## src/shared/ufcl_pkg.sv

```systemverilog
// constants shared by the uart fifo control and level count block
`default_nettype none
package ufcl_pkg;
	localparam int unsigned FIFO_DEPTH = 16;
	localparam int unsigned CNT_W      = 5;
	localparam int unsigned ADDR_W     = 8;

	// register byte offsets
	localparam logic [7:0] OFS_FIFO_CONTROL    = 8'h00;
	localparam logic [7:0] OFS_FIFO_FILL_COUNT = 8'h04;
	localparam logic [7:0] OFS_TX_FIFO_DATA    = 8'h08;
	localparam logic [7:0] OFS_RX_FIFO_DATA    = 8'h0c;
	localparam logic [7:0] OFS_SERIAL_STATUS   = 8'h10;
	localparam logic [7:0] OFS_IRQ_STATUS      = 8'h14;
	localparam logic [7:0] OFS_IRQ_MASK        = 8'h18;

	// fifo_control field positions
	localparam int unsigned POS_RX_THR   = 6;
	localparam int unsigned POS_TX_THR   = 4;
	localparam int unsigned POS_MODEM_EN = 3;
	localparam int unsigned POS_TX_FLUSH = 2;
	localparam int unsigned POS_RX_FLUSH = 1;
	localparam int unsigned POS_LOOP     = 0;

	// fifo_fill_count field positions
	localparam int unsigned POS_TX_CNT = 8;
	localparam int unsigned POS_RX_CNT = 0;

	// serial_status and interrupt bit positions
	localparam int unsigned POS_RX_LEVEL   = 0;
	localparam int unsigned POS_TX_LEVEL   = 1;
	localparam int unsigned POS_RX_OVERRUN = 2;
	localparam int unsigned IRQ_W          = 3;

	// reset values
	localparam logic [7:0]       RST_FIFO_CONTROL = 8'h00;
	localparam logic [IRQ_W-1:0] RST_IRQ          = 3'h0;

	// receive and transmit trigger levels per code
	localparam logic [CNT_W-1:0] RX_TRIG_0 = 5'h01;
	localparam logic [CNT_W-1:0] RX_TRIG_1 = 5'h04;
	localparam logic [CNT_W-1:0] RX_TRIG_2 = 5'h08;
	localparam logic [CNT_W-1:0] RX_TRIG_3 = 5'h0e;
	localparam logic [CNT_W-1:0] TX_TRIG_0 = 5'h08;
	localparam logic [CNT_W-1:0] TX_TRIG_1 = 5'h04;
	localparam logic [CNT_W-1:0] TX_TRIG_2 = 5'h02;
	localparam logic [CNT_W-1:0] TX_TRIG_3 = 5'h01;

	// bus responses
	localparam logic [1:0] RESP_OKAY   = 2'h0;
	localparam logic [1:0] RESP_SLVERR = 2'h2;

	typedef enum logic {RD_IDLE, RD_RESP} ufcl_rd_state_t;
endpackage
`default_nettype wire

```

## src/hdl/ufcl_sync2.sv

```systemverilog
// two flip-flop synchroniser for one pin level
`timescale 1ns/1ps
`default_nettype none
module ufcl_sync2 #(
	parameter logic RESET_VAL = 1'b1
) (
	input  wire logic clock,
	input  wire logic srst,
	input  wire logic d,
	output logic      q
);
	logic meta;
	logic next_meta;
	logic next_q;

	// first stage feeds only the second stage
	always_comb begin
		next_meta = d;
		next_q    = meta;
	end

	always_ff @(posedge clock) begin
		if (srst) begin
			meta <= RESET_VAL;
			q    <= RESET_VAL;
		end else begin
			meta <= next_meta;
			q    <= next_q;
		end
	end
endmodule
`default_nettype wire

```

## src/hdl/ufcl_fifo.sv

```systemverilog
// byte fifo with fill count and synchronous flush
`timescale 1ns/1ps
`default_nettype none
module ufcl_fifo #(
	parameter int unsigned WIDTH = 8,
	parameter int unsigned DEPTH = 16
) (
	input  wire logic                     clock,
	input  wire logic                     srst,
	input  wire logic                     flush,
	input  wire logic                     push_valid,
	output logic                          push_ready,
	input  wire logic [WIDTH-1:0]         push_data,
	output logic                          pop_valid,
	input  wire logic                     pop_ready,
	output logic [WIDTH-1:0]              pop_data,
	output logic [$clog2(DEPTH):0]        count
);
	localparam int unsigned AW = $clog2(DEPTH);

	// pointers wrap naturally, so depth must be a power of two
	if (DEPTH < 2 || (DEPTH & (DEPTH - 1)) != 0) begin : g_bad_depth
		$error("ufcl_fifo: depth must be a power of two of at least 2");
	end

	logic [WIDTH-1:0] mem [DEPTH];
	logic [AW-1:0]    wr_ptr;
	logic [AW-1:0]    rd_ptr;
	logic [AW-1:0]    next_wr_ptr;
	logic [AW-1:0]    next_rd_ptr;
	logic [AW:0]      next_count;
	logic             do_push;
	logic             do_pop;

	assign push_ready = (count != (AW + 1)'(DEPTH));
	assign pop_valid  = (count != '0);
	assign pop_data   = mem[rd_ptr];
	assign do_push    = push_valid & push_ready;
	assign do_pop     = pop_valid & pop_ready;

	// flush wins over any push or pop in the same cycle
	always_comb begin
		next_wr_ptr = wr_ptr;
		next_rd_ptr = rd_ptr;
		next_count  = count;
		if (flush) begin
			next_wr_ptr = '0;
			next_rd_ptr = '0;
			next_count  = '0;
		end else begin
			if (do_push)
				next_wr_ptr = wr_ptr + 1'b1;
			if (do_pop)
				next_rd_ptr = rd_ptr + 1'b1;
			next_count = count + (AW + 1)'(do_push) - (AW + 1)'(do_pop);
		end
	end

	always_ff @(posedge clock) begin
		if (srst) begin
			wr_ptr <= '0;
			rd_ptr <= '0;
			count  <= '0;
		end else begin
			wr_ptr <= next_wr_ptr;
			rd_ptr <= next_rd_ptr;
			count  <= next_count;
		end
	end

	// storage needs no reset, the count guards stale entries
	always_ff @(posedge clock) begin
		if (do_push && !flush)
			mem[wr_ptr] <= push_data;
	end
endmodule
`default_nettype wire

```

## src/hdl/ufcl_top.sv

```systemverilog
// fifo control, level flags, handshake, loopback and fill count of the serial port
//
// Decided for this implementation: the AXI4-Lite register port and the placing of the registers.
`timescale 1ns/1ps
`default_nettype none
// Summary of operation
// - rx flag when count exceeds 1/4/8/14
// - tx flag when count falls to 8/4/2/1
// - handshake enabled: use cts, drive rts
// - handshake disabled: cts forced active, rts 0
// - tx flush bit empties transmit fifo
// - rx flush bit empties receive fifo
// - reset and standby empty both fifos
// - loopback routes transmit output into receive
// - bits 12:8 report pending transmit bytes
// - bits 4:0 report stored receive bytes
// - count reserved bits read zero
// - fill count read-only, writes ignored
// - both fifos hold sixteen bytes
module ufcl_top (
	input  wire logic                        clock,
	input  wire logic                        srst,
	input  wire logic                        standby,
	input  wire logic [ufcl_pkg::ADDR_W-1:0] s_axi_awaddr,
	input  wire logic                        s_axi_awvalid,
	output logic                             s_axi_awready,
	input  wire logic [31:0]                 s_axi_wdata,
	input  wire logic [3:0]                  s_axi_wstrb,
	input  wire logic                        s_axi_wvalid,
	output logic                             s_axi_wready,
	output logic [1:0]                       s_axi_bresp,
	output logic                             s_axi_bvalid,
	input  wire logic                        s_axi_bready,
	input  wire logic [ufcl_pkg::ADDR_W-1:0] s_axi_araddr,
	input  wire logic                        s_axi_arvalid,
	output logic                             s_axi_arready,
	output logic [31:0]                      s_axi_rdata,
	output logic [1:0]                       s_axi_rresp,
	output logic                             s_axi_rvalid,
	input  wire logic                        s_axi_rready,
	output logic                             irq,
	output logic [7:0]                       tx_byte_data,
	output logic                             tx_byte_valid,
	input  wire logic                        tx_byte_ready,
	input  wire logic [7:0]                  rx_byte_data,
	input  wire logic                        rx_byte_valid,
	input  wire logic                        shifter_txd,
	output logic                             shifter_rxd,
	output logic                             serial_tx_pin,
	input  wire logic                        serial_rx_pin,
	input  wire logic                        clear_to_send_in_n,
	output logic                             clear_to_send_n,
	output logic                             request_to_send_out_n,
	output logic                             rx_level_flag,
	output logic                             tx_level_flag
);
	import ufcl_pkg::*;

	// ----------------------------------------------------------------
	// helper functions
	// ----------------------------------------------------------------

	function automatic logic [CNT_W-1:0] rx_trigger(input logic [1:0] code);
		case (code)
			2'h0:    rx_trigger = RX_TRIG_0;
			2'h1:    rx_trigger = RX_TRIG_1;
			2'h2:    rx_trigger = RX_TRIG_2;
			default: rx_trigger = RX_TRIG_3;
		endcase
	endfunction

	function automatic logic [CNT_W-1:0] tx_trigger(input logic [1:0] code);
		case (code)
			2'h0:    tx_trigger = TX_TRIG_0;
			2'h1:    tx_trigger = TX_TRIG_1;
			2'h2:    tx_trigger = TX_TRIG_2;
			default: tx_trigger = TX_TRIG_3;
		endcase
	endfunction

	// word-aligned decode; low address bits are ignored
	function automatic logic hit(input logic [ADDR_W-1:0] a, input logic [7:0] ofs);
		hit = ({a[ADDR_W-1:2], 2'h0} == ofs);
	endfunction

	function automatic logic mapped(input logic [ADDR_W-1:0] a);
		mapped = hit(a, OFS_FIFO_CONTROL) | hit(a, OFS_FIFO_FILL_COUNT) | hit(a, OFS_TX_FIFO_DATA)
			| hit(a, OFS_RX_FIFO_DATA) | hit(a, OFS_SERIAL_STATUS) | hit(a, OFS_IRQ_STATUS)
			| hit(a, OFS_IRQ_MASK);
	endfunction

	// ----------------------------------------------------------------
	// declarations
	// ----------------------------------------------------------------

	logic [7:0]        fifo_control, next_fifo_control;
	logic [IRQ_W-1:0]  irq_status, next_irq_status, irq_mask, next_irq_mask, irq_events;
	logic              aw_held, w_held, w_lane0, next_aw_held, next_w_held, next_w_lane0, next_bvalid;
	logic [ADDR_W-1:0] aw_addr, next_aw_addr;
	logic [31:0]       w_data, next_w_data, next_rdata;
	logic [1:0]        next_bresp, next_rresp;
	ufcl_rd_state_t    rd_state, next_rd_state;
	logic              do_write, do_read, tx_push, rx_pop, rx_push_ready;
	logic              rx_pop_valid, tx_pop_valid, tx_flush, rx_flush, next_rx_level, next_tx_level;
	logic [7:0]        rx_pop_data;
	logic [CNT_W-1:0]  tx_count, rx_count;
	logic              cts_pin_sync, rx_pin_sync, next_clear_to_send_n, next_rts_n;
	logic              next_shifter_rxd, next_serial_tx;
	logic [15:0]       fill_count;

	// ----------------------------------------------------------------
	// fifos and pin synchronisers
	// ----------------------------------------------------------------

	// hardware reset and standby empty both fifos; a held flush bit empties only its own fifo
	assign tx_flush = standby | fifo_control[POS_TX_FLUSH];
	assign rx_flush = standby | fifo_control[POS_RX_FLUSH];

	ufcl_fifo #(
		.WIDTH (8),
		.DEPTH (FIFO_DEPTH)
	) u_tx_fifo (
		.clock      (clock),
		.srst       (srst),
		.flush      (tx_flush),
		.push_valid (tx_push),
		.push_ready (),
		.push_data  (w_data[7:0]),
		.pop_valid  (tx_pop_valid),
		.pop_ready  (tx_byte_ready & ~clear_to_send_n),
		.pop_data   (tx_byte_data),
		.count      (tx_count)
	);

	ufcl_fifo #(
		.WIDTH (8),
		.DEPTH (FIFO_DEPTH)
	) u_rx_fifo (
		.clock      (clock),
		.srst       (srst),
		.flush      (rx_flush),
		.push_valid (rx_byte_valid),
		.push_ready (rx_push_ready),
		.push_data  (rx_byte_data),
		.pop_valid  (rx_pop_valid),
		.pop_ready  (rx_pop),
		.pop_data   (rx_pop_data),
		.count      (rx_count)
	);

	ufcl_sync2 #(.RESET_VAL (1'b1)) u_cts_sync (
		.clock (clock),
		.srst  (srst),
		.d     (clear_to_send_in_n),
		.q     (cts_pin_sync)
	);

	ufcl_sync2 #(.RESET_VAL (1'b1)) u_rx_sync (
		.clock (clock),
		.srst  (srst),
		.d     (serial_rx_pin),
		.q     (rx_pin_sync)
	);

	// transmitter only sees a byte while clear-to-send is active
	assign tx_byte_valid = tx_pop_valid & ~clear_to_send_n;

	// ----------------------------------------------------------------
	// line side: handshake and loopback
	// ----------------------------------------------------------------

	// outputs pass a flop so the pins never glitch on a control write
	always_comb begin
		if (fifo_control[POS_MODEM_EN]) begin
			next_clear_to_send_n = cts_pin_sync;
			next_rts_n           = next_rx_level;
		end else begin
			next_clear_to_send_n = 1'b0;
			next_rts_n           = 1'b0;
		end
		if (fifo_control[POS_LOOP]) begin
			next_shifter_rxd = shifter_txd;
			next_serial_tx   = 1'b1;        // line idles at mark during self-test
		end else begin
			next_shifter_rxd = rx_pin_sync;
			next_serial_tx   = shifter_txd;
		end
	end

	always_ff @(posedge clock) begin
		if (srst) begin
			clear_to_send_n       <= 1'b0;
			request_to_send_out_n <= 1'b0;
			shifter_rxd           <= 1'b1;
			serial_tx_pin         <= 1'b1;
		end else begin
			clear_to_send_n       <= next_clear_to_send_n;
			request_to_send_out_n <= next_rts_n;
			shifter_rxd           <= next_shifter_rxd;
			serial_tx_pin         <= next_serial_tx;
		end
	end

	// ----------------------------------------------------------------
	// level flags and interrupts
	// ----------------------------------------------------------------

	// events are rising edges of the flags plus receive overrun
	always_comb begin
		next_rx_level = (rx_count > rx_trigger(fifo_control[POS_RX_THR+:2]));
		next_tx_level = (tx_count <= tx_trigger(fifo_control[POS_TX_THR+:2]));
		irq_events                 = '0;
		irq_events[POS_RX_LEVEL]   = next_rx_level & ~rx_level_flag;
		irq_events[POS_TX_LEVEL]   = next_tx_level & ~tx_level_flag;
		irq_events[POS_RX_OVERRUN] = rx_byte_valid & ~rx_push_ready;
		next_irq_mask              = irq_mask;
		next_irq_status            = irq_status;
		if (do_write && w_lane0 && hit(aw_addr, OFS_IRQ_MASK))
			next_irq_mask = w_data[IRQ_W-1:0];
		if (do_write && w_lane0 && hit(aw_addr, OFS_IRQ_STATUS))
			next_irq_status = irq_status & ~w_data[IRQ_W-1:0];
		// a new event wins over a clear in the same cycle
		next_irq_status = next_irq_status | irq_events;
	end

	always_ff @(posedge clock) begin
		if (srst) begin
			rx_level_flag <= 1'b0;
			tx_level_flag <= 1'b1;
			irq_status    <= RST_IRQ;
			irq_mask      <= RST_IRQ;
		end else begin
			rx_level_flag <= next_rx_level;
			tx_level_flag <= next_tx_level;
			irq_status    <= next_irq_status;
			irq_mask      <= next_irq_mask;
		end
	end

	assign irq = |(irq_status & irq_mask);

	// ----------------------------------------------------------------
	// bus write channel
	// ----------------------------------------------------------------

	assign s_axi_awready = ~aw_held;
	assign s_axi_wready  = ~w_held;
	assign do_write      = aw_held & w_held & ~s_axi_bvalid;
	assign tx_push       = do_write & w_lane0 & hit(aw_addr, OFS_TX_FIFO_DATA);

	// address and data are latched in either order, then written once
	always_comb begin
		next_aw_held = aw_held;
		next_w_held  = w_held;
		next_aw_addr = aw_addr;
		next_w_data  = w_data;
		next_w_lane0 = w_lane0;
		next_bvalid  = s_axi_bvalid;
		next_bresp   = s_axi_bresp;
		next_fifo_control = fifo_control;
		if (s_axi_awvalid && !aw_held) begin
			next_aw_held = 1'b1;
			next_aw_addr = s_axi_awaddr;
		end
		if (s_axi_wvalid && !w_held) begin
			next_w_held  = 1'b1;
			next_w_data  = s_axi_wdata;
			next_w_lane0 = s_axi_wstrb[0];
		end
		if (s_axi_bvalid && s_axi_bready)
			next_bvalid = 1'b0;
		if (do_write) begin
			next_aw_held = 1'b0;
			next_w_held  = 1'b0;
			next_bvalid  = 1'b1;
			next_bresp   = mapped(aw_addr) ? RESP_OKAY : RESP_SLVERR;
			// fill count and serial status addresses take no write
			if (w_lane0 && hit(aw_addr, OFS_FIFO_CONTROL))
				next_fifo_control = w_data[7:0];
		end
	end

	always_ff @(posedge clock) begin
		if (srst) begin
			aw_held      <= 1'b0;
			w_held       <= 1'b0;
			aw_addr      <= '0;
			w_data       <= '0;
			w_lane0      <= 1'b0;
			s_axi_bvalid <= 1'b0;
			s_axi_bresp  <= RESP_OKAY;
			fifo_control <= RST_FIFO_CONTROL;
		end else begin
			aw_held      <= next_aw_held;
			w_held       <= next_w_held;
			aw_addr      <= next_aw_addr;
			w_data       <= next_w_data;
			w_lane0      <= next_w_lane0;
			s_axi_bvalid <= next_bvalid;
			s_axi_bresp  <= next_bresp;
			fifo_control <= next_fifo_control;
		end
	end

	// ----------------------------------------------------------------
	// bus read channel
	// ----------------------------------------------------------------

	// reserved count bits are tied low
	assign fill_count = {3'h0, tx_count, 3'h0, rx_count};

	assign s_axi_arready = (rd_state == RD_IDLE);
	assign s_axi_rvalid  = (rd_state == RD_RESP);
	assign do_read       = s_axi_arvalid & s_axi_arready;
	// reading the receive data pops one byte; an empty fifo reads zero
	assign rx_pop        = do_read & hit(s_axi_araddr, OFS_RX_FIFO_DATA) & rx_pop_valid;

	always_comb begin
		next_rd_state = rd_state;
		next_rdata    = s_axi_rdata;
		next_rresp    = s_axi_rresp;
		case (rd_state)
			RD_IDLE: begin
				if (do_read) begin
					next_rd_state = RD_RESP;
					next_rresp    = mapped(s_axi_araddr) ? RESP_OKAY : RESP_SLVERR;
					next_rdata    = '0;
					if (hit(s_axi_araddr, OFS_FIFO_CONTROL))
						next_rdata = {24'h0, fifo_control};
					if (hit(s_axi_araddr, OFS_FIFO_FILL_COUNT))
						next_rdata = {16'h0, fill_count};
					if (hit(s_axi_araddr, OFS_RX_FIFO_DATA) && rx_pop_valid)
						next_rdata = {24'h0, rx_pop_data};
					if (hit(s_axi_araddr, OFS_SERIAL_STATUS))
						next_rdata = {30'h0, tx_level_flag, rx_level_flag};
					if (hit(s_axi_araddr, OFS_IRQ_STATUS))
						next_rdata = {29'h0, irq_status};
					if (hit(s_axi_araddr, OFS_IRQ_MASK))
						next_rdata = {29'h0, irq_mask};
				end
			end
			RD_RESP: begin
				if (s_axi_rready)
					next_rd_state = RD_IDLE;
			end
			default: next_rd_state = RD_IDLE;
		endcase
	end

	always_ff @(posedge clock) begin
		if (srst) begin
			rd_state    <= RD_IDLE;
			s_axi_rdata <= '0;
			s_axi_rresp <= RESP_OKAY;
		end else begin
			rd_state    <= next_rd_state;
			s_axi_rdata <= next_rdata;
			s_axi_rresp <= next_rresp;
		end
	end
endmodule
`default_nettype wire

```

## config.mk

```make
export PLATFORM = sky130hd
export DESIGN_NAME = ufcl_top
export DESIGN_NICKNAME = d
export VERILOG_FILES = /design/src/shared/ufcl_pkg.sv /design/src/hdl/ufcl_sync2.sv /design/src/hdl/ufcl_fifo.sv /design/src/hdl/ufcl_top.sv
export SDC_FILE = /design/constraint.sdc
export NUM_CORES = 1
export LEC_CHECK = 0
export ABC_AREA = 1
export ABC_CLOCK_PERIOD_IN_PS = 4830
export BUFFER_PORTS_ARGS = -buffer_cell sky130_fd_sc_hd__buf_2
export CAP_MARGIN = 20
export CORE_MARGIN = 4
export CORE_UTILIZATION = 59
export DETAILED_ROUTE_END_ITERATION = 8
export PLACE_DENSITY = 0.85
export SYNTH_ARGS = -nofsm -noshare
export SYNTH_HDL_FRONTEND = slang
export SYNTH_SLANG_ARGS = --single-unit
```

## constraint.sdc

```tcl
create_clock -name clock -period 4.83 [get_ports clock]
set_input_delay 0.483 -clock clock [delete_from_list [all_inputs] [get_ports clock]]
set_output_delay 0.483 -clock clock [all_outputs]
set_load 0.005 [all_outputs]
```

* Word-level counts from Yosys, hierarchy flattened *
Memory sizes are Yosys's and may differ from the RTL's. A register that Yosys moved wholly into a read port is not among the register bits.
Cells that the tools add are included.

cells by class
  add/sub/neg operators = 8
  multiply operators = 0
  div/mod/pow operators = 0
  $lt $le $gt $ge = 2
  equal/unequal tests = 18
  shift operators = 0
  multiplexer cells = 25
  bitwise gates (word level) = 43
  reduce and logical (&&, ||, !) cells = 29

operators by type and width
  operator                                                          count
  32-bit two-way mux                                                5
  6-bit by 3-bit == test with 1-bit output (second input constant)  6
  6-bit by 2-bit == test with 1-bit output (second input constant)  4
  4-bit case mux with 3 select lines                                2
  4-bit by 1-bit adder with 4-bit output (second input constant)    4
  1-bit bitwise AND                                                 16
  4-bit two-way mux                                                 4
  1-bit OR                                                          14
  6-bit by 1-bit == test with 1-bit output (second input constant)  2
  6-bit zero test                                                   2
  5-bit by 1-bit adder with 5-bit output                            2
  1-bit logical AND                                                 10
  5-bit != test (second input constant)                             2
  5-bit nonzero test                                                2
  2-bit OR reduction                                                5
  5-bit by 1-bit subtractor with 5-bit output                       2
  1-bit two-way mux                                                 9
  1-bit inverter                                                    9
  8-bit two-way mux                                                 1
  3-bit bitwise AND                                                 2
  5-bit greater-than comparator                                     1
  5-bit <= comparator                                               1
  2-bit by 1-bit == test with 1-bit output (second input constant)  2
  2-bit == test (second input constant)                             2
  other kinds (10)                                                  16

word-level totals
  flip-flop bits (word level) = 107
  latch bits = 0
  bits in writable memories = 256
  ROM bits = 0
  input port bits = 73
  output and inout bits = 57
  memories kept = 2

memory list
  name           words  width  read ports  clocked after Yosys merged registers in  wr ports  line             text
  u_rx_fifo.mem  16     8      1           1                                        1         ufcl_fifo.sv:26  logic [WIDTH-1:0] mem [DEPTH];
  u_tx_fifo.mem  16     8      1           1                                        1         ufcl_fifo.sv:26

* Logic depth before layout (Yosys ltp) *
  depth in word-level cells = 8
  depth in mapped cells = 16
  mapped depth without buffers = 16

* By module *
A second synthesis with hierarchy kept.

unflattened totals
  cells, all modules = 1,701
  area total of the unflattened synthesis = 15,777.6 um2

modules (own cells, without submodules)
  module                 times used  cells an instance  area each (um2)  seq. area each (um2)
  ufcl_fifo (u_rx_fifo)  1           653                6,482.5          4,184.0
  ufcl_fifo (u_tx_fifo)  1           653                6,480.0          4,184.0
  ufcl_top               1           381                2,697.6          1,081.0
  ufcl_sync2             2           7                  58.8             40.0

* Worst setup path before layout *
OpenSTA, ideal clock, no wires.

  path kind = input port to flip-flop
  from = input port s_axi_araddr[7] in the netlist's numbering
  to = register u_rx_fifo.count[4]
  setup time = 70 ps
  arrival = 2,410 ps
  required time = 4,760 ps
  setup slack = 2,350 ps
  cell stages on the path = 16
  buffers on the path = 0
  cells stage by stage = nor2_2 > nand3_2 > inv_2 > nand3_2 > nor2_4 > nand2_1 > clkinv_2 > ha_1 > inv_1 > ha_1 > fa_1 > nand2_1 > nand2_1 > a21oi_1 > o21ai_0 > a21oi_1

on the way
  word-level cells in the longest chain between the ends = 5

ends and longest elaborated chain
  item                                         line             text
  from (decl)                                  ufcl_top.sv:34   input wire logic [ufcl_pkg::ADDR_W-1:0] s_axi_araddr,
  6-bit by 2-bit == test with 1-bit output     ufcl_top.sv:83   hit = ({a[ADDR_W-1:2], 2'h0} == ofs);
  1-bit bitwise AND (2 in a row)               ufcl_top.sv:316  assign rx_pop = do_read & hit(s_axi_araddr, OFS_RX_FIFO_DATA) & rx_pop_valid;
  1-bit bitwise AND                            ufcl_fifo.sv:39  assign do_pop = pop_valid & pop_ready;
  via u_rx_fifo.do_pop                         ufcl_fifo.sv:33  logic do_pop;
  5-bit by 1-bit subtractor with 5-bit output  ufcl_fifo.sv:55  next_count = count + (AW + 1)'(do_push) - (AW + 1)'(do_pop);
  to (signal assigned)                         ufcl_fifo.sv:67  count <= next_count;
  to (decl)                                    ufcl_fifo.sv:17  output logic [$clog2(DEPTH):0] count

The timed path passes the listed nets, and every way through them passes these cells.
A chain may end at the register's enable or synchronous reset.

==> impl_metrics.py <==
metrics = {
    "critical_path": {
        "cp-start-kind": "register",
        "crit_slowest_cell": "dfxtp_4",
        "crit_fanout": 96,
        "crit_family": "flip-flops",
        "worstSetupPathType": "reg2out",
        "crit_chain": "a21oi_1 > o21ai_0 > o21ai_0 > o211ai_1 > nand2_1 > buf_2",
        "cp_slowest_stage_delay_ps": 1070,
        "arrival_ps": 2690,
        "cp-end-kind": "primary output",
        "cp.required_ps": 4350,
        "cpMostUsedCell": "o21ai_0",
        "crit_buf_inv": 1,
    },
    "clock_network": {
        "cts_resized": 0,
        "clk_pin_slew_ps": 60,
        "hold_buffers": 0,
        "tritoncts": "yes",
        "htree_levels": 2,
        "clockBufferDepth": 3,
        "clock-sinks": 348,
        "numCtsBuffers": 35,
        "post_cts_buffers": 0,
        "insertion_delay_ps": 530,
        "clockRootBuffer": "clkbuf_16",
    },
    "synth": {
        "yosys_warnings": 0,
        "ys_ff_latch": 348,
        "synth_top_area_share_pct": 52.04,
        "yosysSeqAreaShare_pct": 64.51,
        "synth_edf_count": 256,
        "synthCells": 1378,
        "yosys.area.top_type": "edfxtp_1",
        "avgSynthCellArea_um2": 10.72,
        "synthArstFlopShare_pct": 0,
        "netlist_top_cells_area": "edfxtp_1, dfxtp_1, nand2_1, nand3_1, inv_1",
        "yosys.cell_types.count": 41,
        "syn_area_um2": 14770,
        "synthFlopType": "edfxtp_1",
    },
    "power": {
        "vdd_drop_max_v": 0.0003188,
        "power_density_nw_per_um2": 409.0,
        "p_leak_nw": 6.211,
    },
    "routing": {
        "drt_iter0_drc": 1100,
        "avgViaCountPerCell": 5.781,
        "drc_errors": 0,
        "num_vias": 10360,
        "wl_per_cell_um": 18.29,
        "antenna_left": 0,
        "wirelength_um": 32770,
        "first_pass_iters": 6,
    },
    "sta": {
        "skew_ps": 16.14,
        "tightest_slew_ps": 1102,
        "period_needed_ps": 3174,
        "hold_viol": 0,
        "fin_ws_ps": 1656,
        "tns_ps": 0,
        "drv_slew": 0,
        "rsz0062_at_grt": "false",
        "setup_viol": 0,
        "slew-limit-headroom_pct": 26.57,
        "fmax_ghz": 0.3151,
        "finalCritPeriodShare_pct": 65.71,
    },
    "flow_run": {
        "cap_violations": 0,
    },
    "cells_and_area": {
        "final_common_cell": "edfxtp_1",
        "antennaDiodeCount": 0,
        "layout_common_cells": "edfxtp_1, nand2_1, nand3_1",
        "final_nets": 1548,
        "syn_to_final_growth_pct": 11.33,
        "drive_gt1_share_pct": 11.44,
    },
    "die": {
        "coreArea_um2": 24460,
        "num_rows": 57,
        "start_util_pct": 60.39,
        "die_h_um": 166.2,
        "dieArea_um2": 27630,
        "die_w_um": 166.2,
        "design.portCount": 130,
    },
    "global_route": {
        "grt_first_pass_wirelength_um": 50910,
        "grt_max_degree": 97,
        "antenna_found_initial": 0,
        "grt_pass1_vias": 9873,
        "grt_overflow_total": 0,
        "grt_usage_pct": 22.76,
    },
    "placement": {
        "place_congestion": 0.8764,
        "dp_hpwl_um": 20340,
        "port_buffers": 77,
        "pre_cts_slack_ps": 1623,
    },
    "hold_path": {
        "hold_path.class": "in2reg",
    },
    "run_status": {
        "status": "complete, no violations",
    },
}
[sequential cells by signal, indices dropped and copies added (netlist names), 3 cells and up, named ones only]
| signal | cells |
|---|---|
| irq_status | 3 |
| u_tx_fifo.count | 5 |
| u_rx_fifo.wr_ptr | 4 |
| w_data | 8 |
| u_tx_fifo.mem | 128 |
| aw_addr | 6 |
| u_tx_fifo.wr_ptr | 4 |
| irq_mask | 3 |
| fifo_control | 8 |
| u_tx_fifo.rd_ptr | 4 |
| s_axi_rdata | 13 |
| u_rx_fifo.count | 5 |
| u_rx_fifo.mem | 128 |
| u_rx_fifo.rd_ptr | 4 |
[where the power goes]
part / switching, mW / internal, mW
combinational: 0.405 / 0.263
sequential: 0.130 / 3.27
clock: 1.12 / 1.54
[synth_stat cells, drive strengths merged (6+ instances only)]
| master | count |
|---|---|
| edfxtp | 256 |
| nand4 | 13 |
| a21oi | 99 |
| nor3 | 10 |
| mux2i | 32 |
| clkbuf | 27 |
| ha | 29 |
| o21ai | 86 |
| nand2 | 250 |
| nor2 | 83 |
| nand3 | 153 |
| o211ai | 34 |
| buf | 52 |
| inv | 137 |
| dfxtp | 92 |
| or2 | 6 |
[routing by layer]
metal	track usage (%)	vias up	part of all wire [%]
met5	0	-	0
met4	7.577	0	2.7
met3	3.214	72	7.0
met2	39.97	471	51
met1	29.37	4973	40
li1	-	4844	-
[path summary, 6_finish.rpt]
path / startpoint / endpoint / slack (ps) / cells past startpoint
hold reg to reg: u_rx_sync.meta$_SDFF_PP1_ / u_rx_sync.q$_SDFF_PP1_ / 410 / 1
hold / removal: clear_to_send_in_n / u_cts_sync.meta$_SDFF_PP1_ / 140 / 2
setup / recovery: register / tx_byte_data[5] / 1660 / 6
setup reg to reg: s_axi_rvalid$_SDFF_PP0_ / u_rx_fifo.count[4]$_SDFF_PP0_ / 1770 / 14
[cell type report]
class	instances	area, µm²
multi-input combinational	832	4374
fill	1706	8016
clock inverter	14	160.2
inverter	139	523.0
tap	324	405.4
clock buffer	47	970.9
sequential	348	9534
timing repair buffer	88	478.0
[kinds of logic after synthesis]
kind of cell             Yosys count  synth area share [%]
AO/OA/AOI/OAI                    222                 8.157
adder cells (fa/ha/maj)           31                 2.727
other                              1               0.02539
XOR/XNOR                           8                0.4743
flip-flops                       348                 64.51
multiplexers                      32                 2.168
AND/OR/NAND/NOR                  518                 15.55
buffers and inverters            218                 6.387
[stage by stage]
step	hold WS, ps	instance area [µm²]	total power [mW]	util (%)	std cells
2_1_floorplan	389.5	14850	3.897	-	1398
4_1_cts	141.1	16420	6.728	67.13	1790
3_5_place_dp	399.9	15290	4.109	62.50	1729
3_3_place_gp	393.6	15290	4.075	62.50	1729
5_1_grt	154.4	16450	6.979	67.23	1792
6_report	143.6	16450	6.727	67.23	1792
Power figures use the tool's default switching activity.
